## src/include/clock_power_consts.vh

```
// Register map, field layout, reset values and timing of clock/power control
`ifndef CLOCK_POWER_CONSTS_VH
`define CLOCK_POWER_CONSTS_VH

// Register offsets
`define REG_POWER_MODE       13'h0008
`define REG_DUTY_CONTROL     13'h0009
`define REG_CLOCK_DIVIDE     13'h000b
`define REG_CLOCK_STATUS     13'h000c
`define REG_FULL_SCALE_TRIM  13'h0018
`define REG_REALIGN_CONTROL  13'h003a

// Field positions
`define PM_MODE_MSB          1
`define PM_MODE_LSB          0
`define TRIM_MSB             4
`define DCS_ENABLE_BIT       0
`define DIVIDE_MSB           2
`define REALIGN_ENABLE_BIT   1
`define REALIGN_FIRST_BIT    2
`define STAT_LOCKED_BIT      0
`define STAT_ARMED_BIT       1
`define STAT_POWERDOWN_BIT   2
`define STAT_STANDBY_BIT     3

// Power mode encodings
`define PM_NORMAL            2'h0
`define PM_POWERDOWN         2'h1
`define PM_STANDBY           2'h2

// Reset values
`define RST_POWER_MODE       8'h00
`define RST_DUTY_CONTROL     8'h01
`define RST_CLOCK_DIVIDE     8'h00
`define RST_FULL_SCALE_TRIM  8'h00
`define RST_REALIGN_CONTROL  8'h00

// Serial port framing
`define SPI_INSTR_BITS       5'h0f
`define SPI_LAST_BIT         5'h17
`define SPI_RW_BIT           15

// Timing
`define SYS_CLK_PERIOD_NS    5
`define SYS_CLK_MHZ          200
`define DCS_MIN_RATE_MHZ     20
`define DCS_RELOCK_NS        5000
`define DCS_RELOCK_CYCLES    (`DCS_RELOCK_NS / `SYS_CLK_PERIOD_NS)

`endif

```

## src/align_sync.v

```verilog
// Align input synchronizer and rising-edge detector
`timescale 1ns/100ps
module align_sync
(
    // Clock and reset
    input  wire  sys_clk,
    input  wire  arst_n,
    // Align pin and detected edge
    input  wire  align_in,
    output reg   align_rise
);

reg meta_reg;
reg sync_reg;
reg last_reg;

always @(posedge sys_clk or negedge arst_n)
begin
    if (!arst_n)
    begin
        meta_reg   <= 1'b0;
        sync_reg   <= 1'b0;
        last_reg   <= 1'b0;
        align_rise <= 1'b0;
    end
    else
    begin
        meta_reg   <= align_in;
        sync_reg   <= meta_reg;
        last_reg   <= sync_reg;
        align_rise <= sync_reg & ~last_reg;
    end
end

endmodule // align_sync

```

## src/clock_div.v

```verilog
// Integer sample clock divider with duty-cycle stabilized output
`timescale 1ns/100ps
module clock_div
(
    // Clock and reset
    input  wire        sys_clk,
    input  wire        arst_n,
    // Control
    input  wire [2:0]  ratio_m1,
    input  wire        dcs_active,
    input  wire        realign,
    input  wire        run,
    // Conversion clock
    output reg         conv_en,
    output reg         conv_clk
);

reg  [2:0] count_reg;
reg  [2:0] count_next;
wire [3:0] high_len;

// High phase length: half the period rounded up
assign high_len = ({1'b0, ratio_m1} + 4'h2) >> 1;

always @*
begin
    if (!run || realign)
        count_next = 3'h0;
    else if (count_reg >= ratio_m1)
        count_next = 3'h0;
    else
        count_next = count_reg + 3'h1;
end

always @(posedge sys_clk or negedge arst_n)
begin
    if (!arst_n)
    begin
        count_reg <= 3'h0;
        conv_en   <= 1'b0;
        conv_clk  <= 1'b0;
    end
    else
    begin
        count_reg <= count_next;
        conv_en   <= run && (count_next == 3'h0);
        if (!run)
            conv_clk <= 1'b0;
        else if (dcs_active)
            conv_clk <= ({1'b0, count_next} < high_len);
        else
            conv_clk <= (count_next == 3'h0);
    end
end

endmodule // clock_div

```

## src/clock_power_ctrl.v

```verilog
// Clock divider, realign, power mode and trim control with serial port
// Operation
// - Hold five-bit full-scale trim code in low bits of full_scale_trim.
// - Divide sample clock by programmable integer ratio 1 to 8.
// - Two bits at 0x3a select realign on every or first pulse.
// - Accepted align pulse returns divider counter to initial state.
// - Align input passes through sample clock synchronizer first.
// - Enabled stabilizer regenerates falling edge for nominal 50% duty.
// - Stabilizer is not relied on below about 20 MHz.
// - After frequency change, stabilizer bypassed until relock time passes.
// - Power-down when mode field selects it or pin is high.
// - Output drivers go high-impedance in power-down.
// - Pin low returns to normal unless field requests low power.
// - Power-down shuts reference, buffer, bias and internal clock.
// - Standby keeps reference powered and serial outputs running.
// - Capture each input sample on conversion clock rising edge.
`timescale 1ns/100ps
`include "clock_power_consts.vh"
module clock_power_ctrl
#(
    parameter SAMPLE_WIDTH = 14
)
(
    // Clock and reset
    input  wire                    sys_clk,
    input  wire                    arst_n,
    // Serial control port
    input  wire                    sclk,
    input  wire                    csb_n,
    input  wire                    sdio_in,
    output reg                     sdio_out,
    output reg                     sdio_oe_n,
    // Pins
    input  wire                    powerdown_pin,
    input  wire                    align_in,
    // Converter sample path
    input  wire [SAMPLE_WIDTH-1:0] adc_sample,
    output reg  [SAMPLE_WIDTH-1:0] sample_data,
    output reg                     sample_valid,
    // Conversion clock
    output reg                     conv_clk,
    // Analog and output control
    output reg  [4:0]              full_scale_code,
    output reg                     reference_enable,
    output reg                     ref_buffer_enable,
    output reg                     bias_enable,
    output reg                     serial_out_enable,
    output reg                     output_driver_oe_n
);

localparam integer RELOCK_INT = `DCS_RELOCK_CYCLES;
localparam [10:0] RELOCK_CYCLES = RELOCK_INT[10:0];
localparam integer MIN_RATE = `DCS_MIN_RATE_MHZ;
localparam integer CLK_RATE = `SYS_CLK_MHZ;

////////////////////////////////////////////////////////////////////////////
// Registers and serial port state

reg  [7:0]  power_mode_control_reg;
reg  [7:0]  duty_control_reg;
reg  [7:0]  clock_divide_reg;
reg  [7:0]  full_scale_trim_reg;
reg  [7:0]  divider_realign_control_reg;
reg         sclk_last_reg;
reg  [4:0]  bit_count_reg;
reg  [22:0] shift_in_reg;
reg  [15:0] instr_reg;
reg  [7:0]  read_shift_reg;
reg         realign_write_reg;
reg         divide_change_reg;
reg         armed_reg;
reg  [10:0] relock_count_reg;
reg         dcs_enable_last_reg;
reg  [7:0]  read_data;

wire        sclk_rise;
wire        sclk_fall;
wire [12:0] next_addr;
wire [23:0] frame_word;
wire        is_read;
wire        power_down;
wire        standby;
wire        run;
wire        rate_ok;
wire        dcs_locked;
wire        dcs_active;
wire        align_rise;
wire        align_accept;
wire        conv_en;
wire        conv_clk_int;
wire [1:0]  mode;

assign sclk_rise  = sclk & ~sclk_last_reg;
assign sclk_fall  = ~sclk & sclk_last_reg;
assign next_addr  = {shift_in_reg[11:0], sdio_in};
assign frame_word = {shift_in_reg, sdio_in};
assign is_read    = instr_reg[`SPI_RW_BIT];

////////////////////////////////////////////////////////////////////////////
// Read multiplexer

always @*
begin
    read_data = 8'h00;
    case (next_addr)
        `REG_POWER_MODE:      read_data = power_mode_control_reg;
        `REG_DUTY_CONTROL:    read_data = duty_control_reg;
        `REG_CLOCK_DIVIDE:    read_data = clock_divide_reg;
        `REG_FULL_SCALE_TRIM: read_data = full_scale_trim_reg;
        `REG_REALIGN_CONTROL: read_data = divider_realign_control_reg;
        `REG_CLOCK_STATUS:
        begin
            read_data[`STAT_LOCKED_BIT]    = dcs_locked;
            read_data[`STAT_ARMED_BIT]     = armed_reg;
            read_data[`STAT_POWERDOWN_BIT] = power_down;
            read_data[`STAT_STANDBY_BIT]   = standby;
        end
        default:              read_data = 8'h00;
    endcase
end

////////////////////////////////////////////////////////////////////////////
// Serial control port: 16-bit instruction then 8 data bits, MSB first

always @(posedge sys_clk or negedge arst_n)
begin
    if (!arst_n)
    begin
        sclk_last_reg               <= 1'b0;
        bit_count_reg               <= 5'h00;
        shift_in_reg                <= 23'h000000;
        instr_reg                   <= 16'h0000;
        read_shift_reg              <= 8'h00;
        sdio_out                    <= 1'b0;
        sdio_oe_n                   <= 1'b1;
        realign_write_reg           <= 1'b0;
        divide_change_reg           <= 1'b0;
        power_mode_control_reg      <= `RST_POWER_MODE;
        duty_control_reg            <= `RST_DUTY_CONTROL;
        clock_divide_reg            <= `RST_CLOCK_DIVIDE;
        full_scale_trim_reg         <= `RST_FULL_SCALE_TRIM;
        divider_realign_control_reg <= `RST_REALIGN_CONTROL;
    end
    else
    begin
        sclk_last_reg     <= sclk;
        realign_write_reg <= 1'b0;
        divide_change_reg <= 1'b0;
        if (csb_n)
        begin
            bit_count_reg <= 5'h00;
            sdio_oe_n     <= 1'b1;
        end
        else if (sclk_rise)
        begin
            shift_in_reg  <= frame_word[22:0];
            bit_count_reg <= bit_count_reg + 5'h01;
            if (bit_count_reg == `SPI_INSTR_BITS)
            begin
                instr_reg      <= frame_word[15:0];
                read_shift_reg <= read_data;
            end
            if ((bit_count_reg == `SPI_LAST_BIT) && !is_read)
            begin
                case (instr_reg[12:0])
                    `REG_POWER_MODE:
                        power_mode_control_reg <= frame_word[7:0];
                    `REG_DUTY_CONTROL:
                        duty_control_reg <= frame_word[7:0];
                    `REG_CLOCK_DIVIDE:
                    begin
                        clock_divide_reg  <= frame_word[7:0];
                        divide_change_reg <= 1'b1;
                    end
                    `REG_FULL_SCALE_TRIM:
                        full_scale_trim_reg <= frame_word[7:0];
                    `REG_REALIGN_CONTROL:
                    begin
                        divider_realign_control_reg <= frame_word[7:0];
                        realign_write_reg <= 1'b1;
                    end
                    default:
                        realign_write_reg <= 1'b0;
                endcase
            end
        end
        else if (sclk_fall && is_read && (bit_count_reg > `SPI_INSTR_BITS)
                 && (bit_count_reg <= `SPI_LAST_BIT))
        begin
            sdio_out       <= read_shift_reg[7];
            sdio_oe_n      <= 1'b0;
            read_shift_reg <= {read_shift_reg[6:0], 1'b0};
        end
    end
end

////////////////////////////////////////////////////////////////////////////
// Power mode decode

assign mode       = power_mode_control_reg[`PM_MODE_MSB:`PM_MODE_LSB];
assign power_down = powerdown_pin ||
                    (mode == `PM_POWERDOWN) ||
                    (mode == 2'h3);
assign standby    = !power_down && (mode == `PM_STANDBY);
assign run        = !power_down;

always @(posedge sys_clk or negedge arst_n)
begin
    if (!arst_n)
    begin
        reference_enable   <= 1'b0;
        ref_buffer_enable  <= 1'b0;
        bias_enable        <= 1'b0;
        serial_out_enable  <= 1'b0;
        output_driver_oe_n <= 1'b1;
        full_scale_code    <= 5'h00;
    end
    else
    begin
        reference_enable   <= !power_down;
        ref_buffer_enable  <= !power_down;
        bias_enable        <= !power_down && !standby;
        serial_out_enable  <= !power_down;
        output_driver_oe_n <= power_down;
        full_scale_code    <= full_scale_trim_reg[`TRIM_MSB:0];
    end
end

////////////////////////////////////////////////////////////////////////////
// Duty-cycle stabilizer lock and rate qualification

assign rate_ok    = ((clock_divide_reg[`DIVIDE_MSB:0] + 1) * MIN_RATE)
                    <= CLK_RATE;
assign dcs_locked = (relock_count_reg == 11'h000);
// The configuring party keeps the stabilizer on for odd and 6/8 ratios
assign dcs_active = duty_control_reg[`DCS_ENABLE_BIT] && rate_ok &&
                    dcs_locked;

always @(posedge sys_clk or negedge arst_n)
begin
    if (!arst_n)
    begin
        relock_count_reg    <= RELOCK_CYCLES;
        dcs_enable_last_reg <= 1'b0;
    end
    else
    begin
        dcs_enable_last_reg <= duty_control_reg[`DCS_ENABLE_BIT];
        if (divide_change_reg || power_down ||
            (duty_control_reg[`DCS_ENABLE_BIT] && !dcs_enable_last_reg))
            relock_count_reg <= RELOCK_CYCLES;
        else if (!dcs_locked)
            relock_count_reg <= relock_count_reg - 11'h001;
    end
end

////////////////////////////////////////////////////////////////////////////
// Align pulse qualification

assign align_accept = align_rise &&
                      divider_realign_control_reg[`REALIGN_ENABLE_BIT] &&
                      (!divider_realign_control_reg[`REALIGN_FIRST_BIT] ||
                       armed_reg);

// Rewrite arms again even if a pulse lands in the same cycle
always @(posedge sys_clk or negedge arst_n)
begin
    if (!arst_n)
        armed_reg <= 1'b0;
    else if (realign_write_reg)
        armed_reg <= 1'b1;
    else if (align_accept)
        armed_reg <= 1'b0;
end

align_sync u_align_sync
(
    .sys_clk    (sys_clk),
    .arst_n     (arst_n),
    .align_in   (align_in),
    .align_rise (align_rise)
);

clock_div u_clock_div
(
    .sys_clk    (sys_clk),
    .arst_n     (arst_n),
    .ratio_m1   (clock_divide_reg[`DIVIDE_MSB:0]),
    .dcs_active (dcs_active),
    .realign    (align_accept),
    .run        (run),
    .conv_en    (conv_en),
    .conv_clk   (conv_clk_int)
);

////////////////////////////////////////////////////////////////////////////
// Sample capture on conversion clock rising edge

always @(posedge sys_clk or negedge arst_n)
begin
    if (!arst_n)
    begin
        sample_data  <= {SAMPLE_WIDTH{1'b0}};
        sample_valid <= 1'b0;
        conv_clk     <= 1'b0;
    end
    else
    begin
        conv_clk     <= conv_clk_int;
        sample_valid <= conv_en;
        if (conv_en)
            sample_data <= adc_sample;
    end
end

endmodule // clock_power_ctrl

```

## config.mk

```make
export PLATFORM = sky130hd
export DESIGN_NAME = clock_power_ctrl
export DESIGN_NICKNAME = d
export VERILOG_FILES = /design/src/align_sync.v /design/src/clock_div.v /design/src/clock_power_ctrl.v
export VERILOG_INCLUDE_DIRS = /design/src /design/src/include
export SDC_FILE = /design/constraint.sdc
export NUM_CORES = 1
export LEC_CHECK = 0
export BUFFER_PORTS_ARGS = -buffer_cell sky130_fd_sc_hd__buf_2
export CAP_MARGIN = 20
export CORE_MARGIN = 2
export CORE_UTILIZATION = 60
export DETAILED_ROUTE_END_ITERATION = 8
export MAX_ROUTING_LAYER = met4
export PLACE_DENSITY = 0.8
export SETUP_SLACK_MARGIN = 0.3
export SLEW_MARGIN = 0
export SYNTH_ARGS = -nofsm -noshare
export SYNTH_HDL_FRONTEND = slang
export SYNTH_SLANG_ARGS = --single-unit
```

## constraint.sdc

```tcl
create_clock -name sys_clk -period 2.6 [get_ports sys_clk]
set_input_delay 0.39 -clock sys_clk [delete_from_list [all_inputs] [get_ports sys_clk]]
set_output_delay 0.39 -clock sys_clk [all_outputs]
set_load 0.03 [all_outputs]
```

Word-level counts from Yosys, hierarchy flattened
Index checks and enable logic that the tools add are counted.
Storage, ports and cells
  register bits after elaboration: 135
  output and inout bits: 28
  word-level logic and storage cells: 134
Cells by class
  add/subtract/negate cells: 5
  multiply operators: 1
  order comparisons: 5
  equal/unequal tests: 19
  multiplexer cells: 26
  bitwise logic cells: 8
  reduce and logical (&&, ||, !) cells: 39
Operators with widths (count)
  $eq 13x4->1 const B: 7
  $eq 13x5->1 const B: 2
  $eq 13x6->1 const B: 2
  $mux 8: 3
  $pmux 4 s6: 1
  $mux 11: 2
  $pmux 4 s5: 1
  $reduce_and 4->1: 5
  $mux 1: 15
  $logic_and 1x1->1: 12
  $logic_not 11->1: 1
  $sub 11x1->11 const B: 1
  $mux 5: 2
  $le 9x8->1 const B: 1
  $reduce_and 3->1: 3
  $reduce_bool 2->1: 4
  $mul 4x3->7 const B: 1
  $logic_or 1x1->1: 6
  $mux 3: 2
  $add 5x1->5 const B: 1
  $eq 5x4->1 const B: 1
  $eq 5x5->1 const B: 1
  $gt 5x4->1 const B: 1
  $le 5x5->1 const B: 1
  14 further kinds: 27

Logic depth before layout (Yosys ltp)
Gate-level depths: netlist of run 1.
  depth in word-level cells: 8
  gate-level depth with buffers: 11
  mapped depth without buffers: 11

By module
A second synthesis of run 1 with hierarchy kept.
Unflattened totals
  cell total of the unflattened synthesis: 492
  area total of the unflattened synthesis: 6105.9 um^2
Modules (own cells, without submodules)
  clock_power_ctrl: times used 1, cells each 451, area an instance 5614.1 um^2, seq. area each 3114.2 um^2
  clock_div: times used 1, cells each 36, area an instance 377.9 um^2, seq. area each 125.1 um^2
  align_sync: times used 1, cells each 5, area an instance 113.9 um^2, seq. area each 100.1 um^2

Worst setup path before layout of run 1
No wires, ideal clock.
  kind: register -> register
  from: register bit_count_reg[0]
  to: register sdio_out
  setup time: 125 ps
  data arrival time: 2032 ps
  setup slack: 443 ps
  stages on the path, launching flop included: 8
  cell sequence: dfrtp_1 -> ha_1 -> and3_1 -> ha_1 -> a21oi_1 -> nand2_1 -> nor3_1 -> mux2_2
On the way
  cells in the longest elaborated chain, start to end: 4
  elaborated cells between the ends (all ways): 5
  classes of those cells: order compare: 2; reduce/logical: 3
Ends and longest elaborated chain
  start: declaration: RTL line clock_power_ctrl.v:65  | reg [4:0] bit_count_reg;
  start signal: assignment: RTL line clock_power_ctrl.v:157  | bit_count_reg <= bit_count_reg + 5'h01;
  $gt 5x4->1 (no source line)
  $logic_and 1x1->1: RTL line clock_power_ctrl.v:187  | else if (sclk_fall && is_read && (bit_count_reg > `SPI_INSTR_BITS)
  $logic_and 1x1->1 *: RTL line clock_power_ctrl.v:187
  $reduce_and 3->1 (no source line) *
  end signal: assignment: RTL line clock_power_ctrl.v:190  | sdio_out <= read_shift_reg[7];
  end: declaration: RTL line clock_power_ctrl.v:31  | output reg sdio_out,
Mark *: on every way between the ends. The rest lies on a longest branch, timed or not.
A chain may end at the register's enable or synchronous reset.

Final worst setup path of run 1
  from: register clock_divide_reg[0]
  to: register u_clock_div.conv_clk
On the way
  elaborated cells between the ends (all ways): 13
  classes of those cells: add/sub: 2; mul: 1; order compare: 3; mux: 4; reduce/logical: 3
RTL lines
  start: declaration: RTL line clock_power_ctrl.v:61  | reg [7:0] clock_divide_reg;
  start signal: assignment: RTL line clock_power_ctrl.v:140  | clock_divide_reg <= `RST_CLOCK_DIVIDE;
  start signal: assignment: RTL line clock_power_ctrl.v:172  | clock_divide_reg <= frame_word[7:0];
  $ge 3x3->1 *: RTL line clock_div.v:29  | else if (count_reg >= ratio_m1)
  $mux 3 *: RTL line clock_div.v:29
  $mux 3 *: RTL line clock_div.v:27  | if (!run || realign)
  net u_clock_div.count_next[2]: RTL line clock_div.v:19  | reg [2:0] count_next;
  $lt 3x3->1 or $logic_not 3->1 (tied branches): RTL line clock_div.v:50, clock_div.v:52
  $mux 1 *: RTL line clock_div.v:49  | else if (dcs_active)
  $mux 1 *: RTL line clock_div.v:47  | if (!run)
  end signal: assignment: RTL line clock_div.v:50  | conv_clk <= ({1'b0, count_next} < high_len);
  end signal: assignment: RTL line clock_div.v:52  | conv_clk <= (count_next == 3'h0);
  end: declaration: RTL line clock_div.v:15  | output reg conv_clk
Mark *: on every way through the listed nets, which the timed path passes. The rest lies on a longest branch.

==> flow_summary_export.csv, run 1 <==
group,metric,value,unit
outcome,status,"finished clean",
synthesis,yosys_most_used_dff,"dfrtp_1",
sta,slew_viol_final,0,
global_routing,antenna_found_initial,0,
finish,area_growth,21.0,%
global_routing,overflow,0,
finish,drive_above_1_share,41.0,%
finish,fin_cells,714,
detailed_routing,drt-initial-drc-count,331,
sta,fin_setup_tns,0,ns
clock_tree,cts_buffers,17,
finish,final_common_cell,"dfrtp_1",
power_and_ir_drop,total_leakage_power,3.47,nW
power_and_ir_drop,ir_drop,0.607,mV
worst_setup_path,path_max_fanout,3,
floorplan,die_h,105,µm
worst_setup_path,cp-start-kind,"flip-flop",
detailed_routing,dr.pass1.iters,5,
clock_tree,clk_latency,0.52,ns
global_routing,track_usage,25.2,%
floorplan,die-area,0.0110,mm²
power_and_ir_drop,finalPower,0.00612,W
placed_design,io_buffers,48,
sta,fmax,430,MHz
floorplan,io_pins,49,
clock_tree,clock-root-buffer,"clkbuf_8",
placed_design,post-place-cells,659,
synthesis,synth-edff-count,0,
sta,timing.hold.ws,0.102,ns
sta,tightest_slew,0.707,ns
synthesis,syn_area_per_cell,12.4,µm²
floorplan,core_area,0.00982,mm²
min_path,hold_path_class,"in -> reg",
synthesis,syn_nets,531,
sta,setup_viol,0,
sta,rsz0062_at_grt,"true",
sta,skew,0.00839,ns
sta,fin_crit_sh,89.5,%
synthesis,yosysTopAreaCellShare,50.9,%
synthesis,ys_warn_count,0,
floorplan,placementRows,36,
power_and_ir_drop,power.density,831,mW/mm²
synthesis,synth_area,0.00609,mm²
min_path,hold_path_depth,2,
detailed_routing,vias,4289,
detailed_routing,wl,13000,µm
worst_setup_path,worst_ep_arrival_time,2.77,ns
finish,nets,608,
global_routing,grt_pass1_vias,4169,
synthesis,synthTopCellsByArea,"dfrtp_1 (51%), mux2_2 (15%), ha_1 (3.9%)",
sta,finalWorstPathRequiredPeriod,2.33,ns
job,max-cap-violations,0,
clock_tree,h-tree-depth,4,
global_routing,grt_pass1_wl,20900,µm
worst_setup_path,crit_type,"reg -> reg",
sta,timing_hold_violations_final,0,
finish,largest_reg_flops,15,
detailed_routing,antenna_left,0,
detailed_routing,avgViaCountPerCell,6.01,
clock_tree,path_clk_slew,0.06,ns
finish,diodes,0,
sta,slew_headroom,52.9,%
detailed_routing,wire_per_inst,18.3,µm
placed_design,dp_hpwl,8210,µm
synthesis,synthArstFlopShare,100,%
synthesis,synth_top_area_cell,"dfrtp_1",
synthesis,ys_types,61,
placed_design,place_congestion,0.862,
clock_tree,cts_tree,"done",
floorplan,initial_core_util,62.0,%
synthesis,yosysSeqAreaShare,54.8,%
worst_setup_path,ff2ff_path_depth,10,
synthesis,postSynthCellCount,491,
floorplan,die_x,105,µm
detailed_routing,drc_errors,0,
worst_setup_path,crit_path_end_kind,"flip-flop",
clock_tree,cts_sinks,133,
synthesis,ys_seq_elements,133,
finish,final_cell_mix,"dfrtp_1 (122), mux2_2 (83), buf_2 (47)",
worst_setup_path,crit_required,3.04,ns
clock_tree,cts_buffer_depth,2,
global_routing,grt_max_degree,58,
critical path, stage by stage (launching register included):
cell      delay [ns]
dfrtp_1         0.42
ha_4            0.28
nand2b_4        0.12
a21oi_4         0.05
o211ai_1        0.32
buf_4           0.21
nor2_2          0.06
ha_1            0.32
a211oi_2        0.23
o21ai_1         0.10
mux2i_1         0.13
per-layer routing:
metal	wire length, µm	track usage, %
met5	0	-
met4	282	8.95
met3	750	6.67
met2	6400	39.5
met1	5620	31.8
synth_stat cells, types with 4 or more instances:
library cell and instances:
dfrtp_1 124, a21oi_1 7, dfstp_2 9, inv_1 16
buf_2 4, clkbuf_1 18, o21ai_0 16, xnor2_1 7
mux2_2 83, a22oi_1 9, xor2_1 4, ha_1 19
nor2b_1 4, a22o_1 4, nand3_1 12, nor3_1 13
or3_1 5, nand2b_1 7, mux2i_1 10, nand2_1 22
nor2_1 28, o31ai_1 5
logic make-up (layout without fill, tap and decap cells):
kind of cell,after synthesis,count (layout),share of synthesized area (%)
DFF,133,133,54.8
and+or+nand+nor,128,128,12.3
muxes,93,93,17.0
AOI/OAI and AO/OA,66,66,7.52
buffers and inverters,41,131,2.85
adders and majority gates,19,19,3.90
xor gates and xnor gates,11,11,1.58
layout make-up:
| class | count | area [µm²] |
|---|---|---|
| clock buffers | 20 | 455 |
| clock inverters | 12 | 105 |
| fillers | 597 | 2450 |
| inverters | 16 | 62.6 |
| multi-input cells | 317 | 2720 |
| flip-flops and latches | 133 | 3340 |
| well taps | 133 | 166 |
| repair buffers | 83 | 526 |
path summary, 6_finish.rpt:
check / to / slack [ns] / startpoint
setup / recovery: u_clock_div.conv_clk / 0.27 / clock_divide_reg[0]
min in group asynchronous: relock_count_reg[0] / 0.46 / arst_n
hold / removal: sample_data[8] / 0.10 / adc_sample[8]
max in group asynchronous: duty_control_reg[0] / 1.33 / arst_n
setup reg to reg: u_clock_div.conv_clk / 0.27 / clock_divide_reg[0]
hold reg to reg: u_align_sync.sync_reg / 0.35 / u_align_sync.meta_reg
what timing repair did:
action	CTS	global route
hold buffers	3	0
buffers inserted	9	11
endpoints found under the setup margin	1	2
pin swaps	3	13
hold endpoints to repair	48	0
resized for setup	4	22
per-stage QoR:
stage	area [µm²]	util [%]	worst slack (ns)
2_1_floorplan	6090	-	0.443
3_3_place_gp	6490	66.1	0.357
3_5_place_dp	6490	66.1	0.194
4_1_cts	7170	73.0	0.308
5_1_grt	7370	75.1	0.160
6_report	7370	75.1	0.274
power by group:
part           total [W]  internal [W]  switching (W)
sequential       0.00259       0.00232       0.000264
clock            0.00221       0.00134       0.000871
combinational    0.00133      0.000568       0.000760
total            0.00612       0.00423        0.00189
Note: power is estimated with default switching activity, not from simulation.
==> inputs of run 2 (changes only) <==
--- a/config.mk
+++ b/config.mk
@@ -6,6 +6,7 @@
 export SDC_FILE = /design/constraint.sdc
 export NUM_CORES = 1
 export LEC_CHECK = 0
+export ABC_AREA = 1
 export BUFFER_PORTS_ARGS = -buffer_cell sky130_fd_sc_hd__buf_2
 export CAP_MARGIN = 20
 export CORE_MARGIN = 2
==> flow_summary_export.csv, run 2 <==
group,metric,value,unit
outcome,status,"finished clean",
sta,fin_crit_sh,82.6,%
synthesis,synth.most_common_cell,"nand2_1",
clock_tree,cts_sinks,133,
synthesis,synthArstFlopShare,100,%
synthesis,yosys_most_used_dff,"dfrtp_1",
detailed_routing,wl,13700,µm
synthesis,ys_warn_count,0,
sta,skew,0.00775,ns
detailed_routing,avgViaCountPerCell,5.37,
placed_design,placed_cell_area,0.00694,mm²
global_routing,overflow,0,
floorplan,die_h,109,µm
clock_tree,path_clk_slew,0.06,ns
finish,largest_reg_flops,15,
min_path,hp-start,"powerdown_pin",
finish,multiInputGateArea,0.00273,mm²
finish,area_growth,14.6,%
floorplan,die_x,109,µm
clock_tree,h-tree-depth,4,
detailed_routing,drc_errors,0,
floorplan,core_area,0.0108,mm²
clock_tree,cts_buffer_depth,2,
sta,fin_setup_tns,0,ns
sta,setup_ws,0.451,ns
sta,setup_viol,0,
synthesis,synthTopCellsByArea,"dfrtp_1 (47%), nand2_1 (10%), inv_1 (5.9%)",
finish,register_area,0.00334,mm²
sta,rsz0062_at_grt,"false",
floorplan,die-area,0.0119,mm²
synthesis,ys_seq_elements,133,
synthesis,postSynthCellCount,754,
finish,fin_util,70.1,%
power_and_ir_drop,finalPower,0.00499,W
global_routing,grt_pass1_wl,23400,µm
detailed_routing,drt-initial-drc-count,384,
job,max-cap-violations,0,
worst_setup_path,path_max_fanout,7,
clock_tree,clock-root-buffer,"clkbuf_8",
sta,fmax,465,MHz
synthesis,yosysSeqAreaShare,50.6,%
detailed_routing,antenna_left,0,
synthesis,synth-edff-count,0,
sta,finalWorstPathRequiredPeriod,2.15,ns
clock_tree,cts_buffers,17,
finish,nets,849,
worst_setup_path,worst_ep_arrival_time,2.57,ns
floorplan,initial_core_util,61.1,%
placed_design,place_congestion,0.903,
synthesis,synth_top_area_cell,"dfrtp_1",
placed_design,dp_hpwl,9480,µm
floorplan,io_pins,49,
synthesis,ys_types,42,
sta,tightest_slew,0.584,ns
worst_setup_path,timing.rr.end,"u_clock_div.conv_clk",
min_path,hold_path_class,"in -> reg",
sta,slew_headroom,61.1,%
finish,diodes,0,
sta,timing_hold_violations_final,0,
worst_setup_path,crit_path_end_kind,"flip-flop",
clock_tree,cts_tree,"done",
detailed_routing,dr.pass1.iters,7,
global_routing,antenna_found_initial,0,
worst_setup_path,crit_required,3.02,ns
finish,final_common_cell,"nand2_1",
floorplan,placementRows,38,
worst_setup_path,ff2ff_path_depth,15,
synthesis,synth_common_cells,"nand2_1 (175), dfrtp_1 (124), inv_1 (104), nand3_1 (76), nor2_1 (60)",
synthesis,syn_area_per_cell,8.75,µm²
min_path,hold-path-endpoint,"serial_out_enable",
worst_setup_path,cp-start-kind,"flip-flop",
worst_setup_path,rr_startpoint,"clock_divide_reg[2]",
global_routing,track_usage,26.4,%
power_and_ir_drop,power.density,661,mW/mm²
finish,final_area,0.00756,mm²
synthesis,synth_area,0.00660,mm²
finish,fill_cells,849,
placed_design,dpl_worst_slack,0.343,ns
power_and_ir_drop,total_leakage_power,3.86,nW
detailed_routing,wire_per_inst,14.2,µm
finish,final_cell_mix,"nand2_1 (175), dfrtp_1 (122), inv_1 (103)",
power_and_ir_drop,ir_drop,0.606,mV
worst_setup_path,crit_type,"reg -> reg",
clock_tree,clk_latency,0.53,ns
min_path,hold_path_depth,2,
finish,drive_above_1_share,21.0,%
synthesis,syn_nets,794,
worst_setup_path,timing.reg2reg.setup_slack,0.45,ns
global_routing,grt_pass1_vias,5131,
sta,slew_viol_final,0,
detailed_routing,vias,5162,
placed_design,io_buffers,48,
synthesis,yosysTopAreaCellShare,47.0,%
global_routing,grt_max_degree,52,
-- run 2: power breakdown --
part / internal (W) / leakage, nW / switching, W / total (W)
Sequential: 0.00215 / 1.70 / 0.0000719 / 0.00222
Clock: 0.00134 / 0.266 / 0.000883 / 0.00223
Combinational: 0.000127 / 1.89 / 0.000425 / 0.000551
Total: 0.00361 / 3.86 / 0.00138 / 0.00499
-- run 2: worst max-delay path by stage --
stage | startpoint | endpoint | cells after the start
finish | clock_divide_reg[2] | u_clock_div.conv_clk | 15
global placement | clock_divide_reg[1] | u_clock_div.conv_clk | 13
floorplan | clock_divide_reg[1] | u_clock_div.conv_clk | 13
CTS | clock_divide_reg[1] | u_clock_div.conv_clk | 13
global route | clock_divide_reg[1] | u_clock_div.conv_clk | 14
detailed placement | clock_divide_reg[1] | u_clock_div.conv_clk | 13
-- run 2: worst max-delay path, cell delays in order, from the launching register on --
cell	delay (ns)
dfrtp_2	0.45
ha_1	0.23
nand2_1	0.08
inv_1	0.06
ha_1	0.19
ha_1	0.32
nand2_1	0.08
inv_1	0.06
nor2_1	0.13
nand2_1	0.07
nand3_1	0.10
inv_1	0.04
nor2_1	0.08
nand2_1	0.06
nand2_1	0.05
inv_1	0.03
-- run 2: per-stage QoR --
step | hold slack, ns | std cells
floorplan | 0.0944 | 754
global placement | 0.337 | 926
detailed placement | 0.336 | 926
CTS | 0.0475 | 962
global route | 0.0465 | 962
finish | 0.0683 | 962
-- run 2: cell families (layout without fill, tap and decap cells) --
kind of cell / count (synthesis) / in the layout / share of synthesized area, %
AO/OA/AOI/OAI: 97 / 97 / 8.61
XOR/XNOR: 5 / 5 / 0.664
adder cells (fa/ha/maj): 19 / 19 / 3.60
buffers and inverters: 131 / 199 / 8.42
flip-flops: 133 / 133 / 50.6
multiplexers: 14 / 14 / 2.39
AND/OR/NAND/NOR: 355 / 355 / 25.7
-- run 2: per-layer routing --
metal  GRT usage, %  vias up  part of all wire, %  wire, µm
met2           42.8      153                   49      6750
met4           11.8        0                  2.8       388
met5              -        -                    0         0
met3           6.34       34                  5.0       679
li1               -     2523                    -         -
met1           31.5     2452                   43      5870
-- run 2: repair_timing --
action	CTS	global route
endpoints found under the setup margin	1	1
gates resized for setup	0	8
gates cloned	0	0
hold buffers	3	0
buffers inserted	1	0
endpoints found under the hold margin	29	0
-- run 2: layout make-up --
cell class              instances  share of cell area, %
repair buffers                 56                   4.43
clock buffers                  21                   6.07
multi-input cells             490                   36.1
clock inverters                11                   1.34
flip-flops and latches        133                   44.2
well taps                     140                   2.32
inverters                     111                   5.58
==> inputs of run 3 (changes only) <==
--- a/config.mk
+++ b/config.mk
@@ -6,7 +6,7 @@
 export SDC_FILE = /design/constraint.sdc
 export NUM_CORES = 1
 export LEC_CHECK = 0
-export ABC_AREA = 1
+export ABC_AREA = 0
 export BUFFER_PORTS_ARGS = -buffer_cell sky130_fd_sc_hd__buf_2
 export CAP_MARGIN = 20
 export CORE_MARGIN = 2
==> constraint.sdc (replaced) <==
create_clock -name sys_clk -period 2 [get_ports sys_clk]
set_input_delay 0.3 -clock sys_clk [delete_from_list [all_inputs] [get_ports sys_clk]]
set_output_delay 0.3 -clock sys_clk [all_outputs]
set_load 0.03 [all_outputs]
==> flow_summary_export.csv, run 3 (same netlist as run 1, synthesis figures left out) <==
group,metric,value,unit
placed_design,place_congestion,0.855,
power_and_ir_drop,ir_drop,1.00,mV
worst_setup_path,crit_path_frequent_cell,"ha_1",
finish,multiInputGateArea,0.00305,mm²
floorplan,die-area,0.0110,mm²
worst_setup_path,slowest_stage,"dfrtp_1",
worst_setup_path,path_max_fanout,4,
clock_tree,cts_tree,"done",
placed_design,io_buffers,48,
global_routing,track_usage,31.3,%
detailed_routing,drc_errors,0,
clock_tree,cts_buffer_depth,2,
worst_setup_path,crit_path_end_kind,"flip-flop",
finish,fin_util,85.7,%
placed_design,dp_hpwl,9140,µm
global_routing,grt_use_met1,38.1,%
sta,fin_crit_sh,114,%
finish,drive_above_1_share,50.2,%
floorplan,placementRows,36,
detailed_routing,antenna_left,0,
worst_setup_path,cp-start-kind,"flip-flop",
finish,diodes,0,
global_routing,grt_max_degree,41,
outcome,failed_checks,"setup timing",
worst_setup_path,max_stage_delay,0.37,ns
finish,largest_reg_flops,15,
global_routing,grt_most_used_layer,"met2",
detailed_routing,drt-initial-drc-count,549,
floorplan,initial_core_util,62.0,%
detailed_routing,vias,4909,
clock_tree,h-tree-depth,4,
sta,setup_ws,-0.271,ns
detailed_routing,dr.pass1.iters,5,
finish,nets,678,
finish,fill_cells,440,
finish,register_area,0.00334,mm²
floorplan,core_area,0.00982,mm²
min_path,hold_path_class,"in -> reg",
finish,final_cell_mix,"dfrtp_1 (124), buf_4 (75), buf_2 (48)",
global_routing,grt_pass1_wl,25700,µm
worst_setup_path,crit_type,"reg -> reg",
clock_tree,clk_latency,0.53,ns
sta,finalWorstPathRequiredPeriod,2.27,ns
worst_setup_path,worstPathCellList,"inv_2 > ha_1 > nand2b_4 > a21oi_2 > o211ai_1 > nor2_1 > ha_1 > a21o_1 > a211oi_2 > o21ai_1 > mux2i_1",
global_routing,grt_util_met2,49.9,%
power_and_ir_drop,power.density,1030,mW/mm²
sta,fin_setup_tns,-4.11,ns
power_and_ir_drop,total_leakage_power,3.97,nW
sta,fmax,440,MHz
outcome,status,"finished with violations",
worst_setup_path,crit_required,2.46,ns
detailed_routing,wl,17700,µm
sta,rsz0062_at_grt,"true",
global_routing,grt_pass1_vias,4865,
placed_design,dpl_worst_slack,-0.240,ns
floorplan,die_x,105,µm
sta,setup_viol,44,
sta,slew_viol_final,0,
detailed_routing,avgViaCountPerCell,6.26,
finish,final_common_cell,"dfrtp_1",
clock_tree,clock-root-buffer,"clkbuf_8",
sta,tightest_slew,0.583,ns
finish,area_growth,38.1,%
global_routing,met3_usage,8.36,%
clock_tree,path_clk_slew,0.06,ns
clock_tree,cts_sinks,133,
floorplan,io_pins,49,
global_routing,antenna_found_initial,0,
detailed_routing,wire_per_inst,22.5,µm
sta,skew,0.00963,ns
worst_setup_path,worst_ep_arrival_time,2.73,ns
global_routing,overflow,0,
sta,slew_headroom,61.2,%
floorplan,die_h,105,µm
clock_tree,cts_buffers,17,
sta,timing_hold_violations_final,0,
job,max-cap-violations,0,
run 3: what timing repair did:
action,CTS,global route
buffers inserted,17,14
gates resized for setup,36,46
hold buffers,12,2
pin swaps,30,20
endpoints found under the hold margin,34,2
endpoints found under the setup margin,64,76
cloned,2,0
run 3: through the flow:
step	cells	hold WS, ns	power, W	instance area, µm²
2_1_floorplan	491	0.00441	0.00444	6270
3_3_place_gp	705	0.266	0.00504	7020
3_5_place_dp	705	0.268	0.00511	7020
4_1_cts	768	0.000149	0.00851	8090
5_1_grt	784	0.0197	0.00898	8410
6_report	784	0.00990	0.00869	8410
run 3: worst max-delay path, delay by kind of cell, from the launching register on:
family	cells	cell delay (ns)
mux	1	0.12
flops	1	0.37
simple gates	2	0.35
buf+inv	1	0.05
fa+ha+maj	2	0.57
compound gates	5	0.73
run 3: report_power, final:
| part | switching [W] | internal [W] | total, W |
|---|---|---|---|
| Combinational | 0.00121 | 0.000923 | 0.00213 |
| Sequential | 0.000295 | 0.00302 | 0.00331 |
| Clock | 0.00126 | 0.00199 | 0.00325 |
run 3: routing by layer:
layer	wire [µm]	up-vias
met1	6840	2481
met5	0	-
met3	1270	72
met2	8910	286
met4	638	0
li1	-	2070
run 3: area by class of cell:
cell class | count | share of cell area [%]
multi-input cells | 317 | 36.3
clock buffers | 19 | 5.25
well taps | 133 | 1.98
inverters | 16 | 0.714
flip-flops and latches | 133 | 39.7
clock inverters | 13 | 2.05
repair buffers | 153 | 14.0
run 3: final timing paths:
path                                           from              endpoint  slack, ns  cells past startpoint
min reg2reg                    u_clock_div.conv_clk              conv_clk       0.35                      0
min                                   adc_sample[2]        sample_data[2]       0.01                      2
min in group asynchronous                    arst_n              conv_clk       0.27                      2
max reg2reg                u_clock_div.count_reg[0]  u_clock_div.conv_clk      -0.27                     11
max in group asynchronous                    arst_n   duty_control_reg[0]       0.96                      3
max                        u_clock_div.count_reg[0]  u_clock_div.conv_clk      -0.27                     11
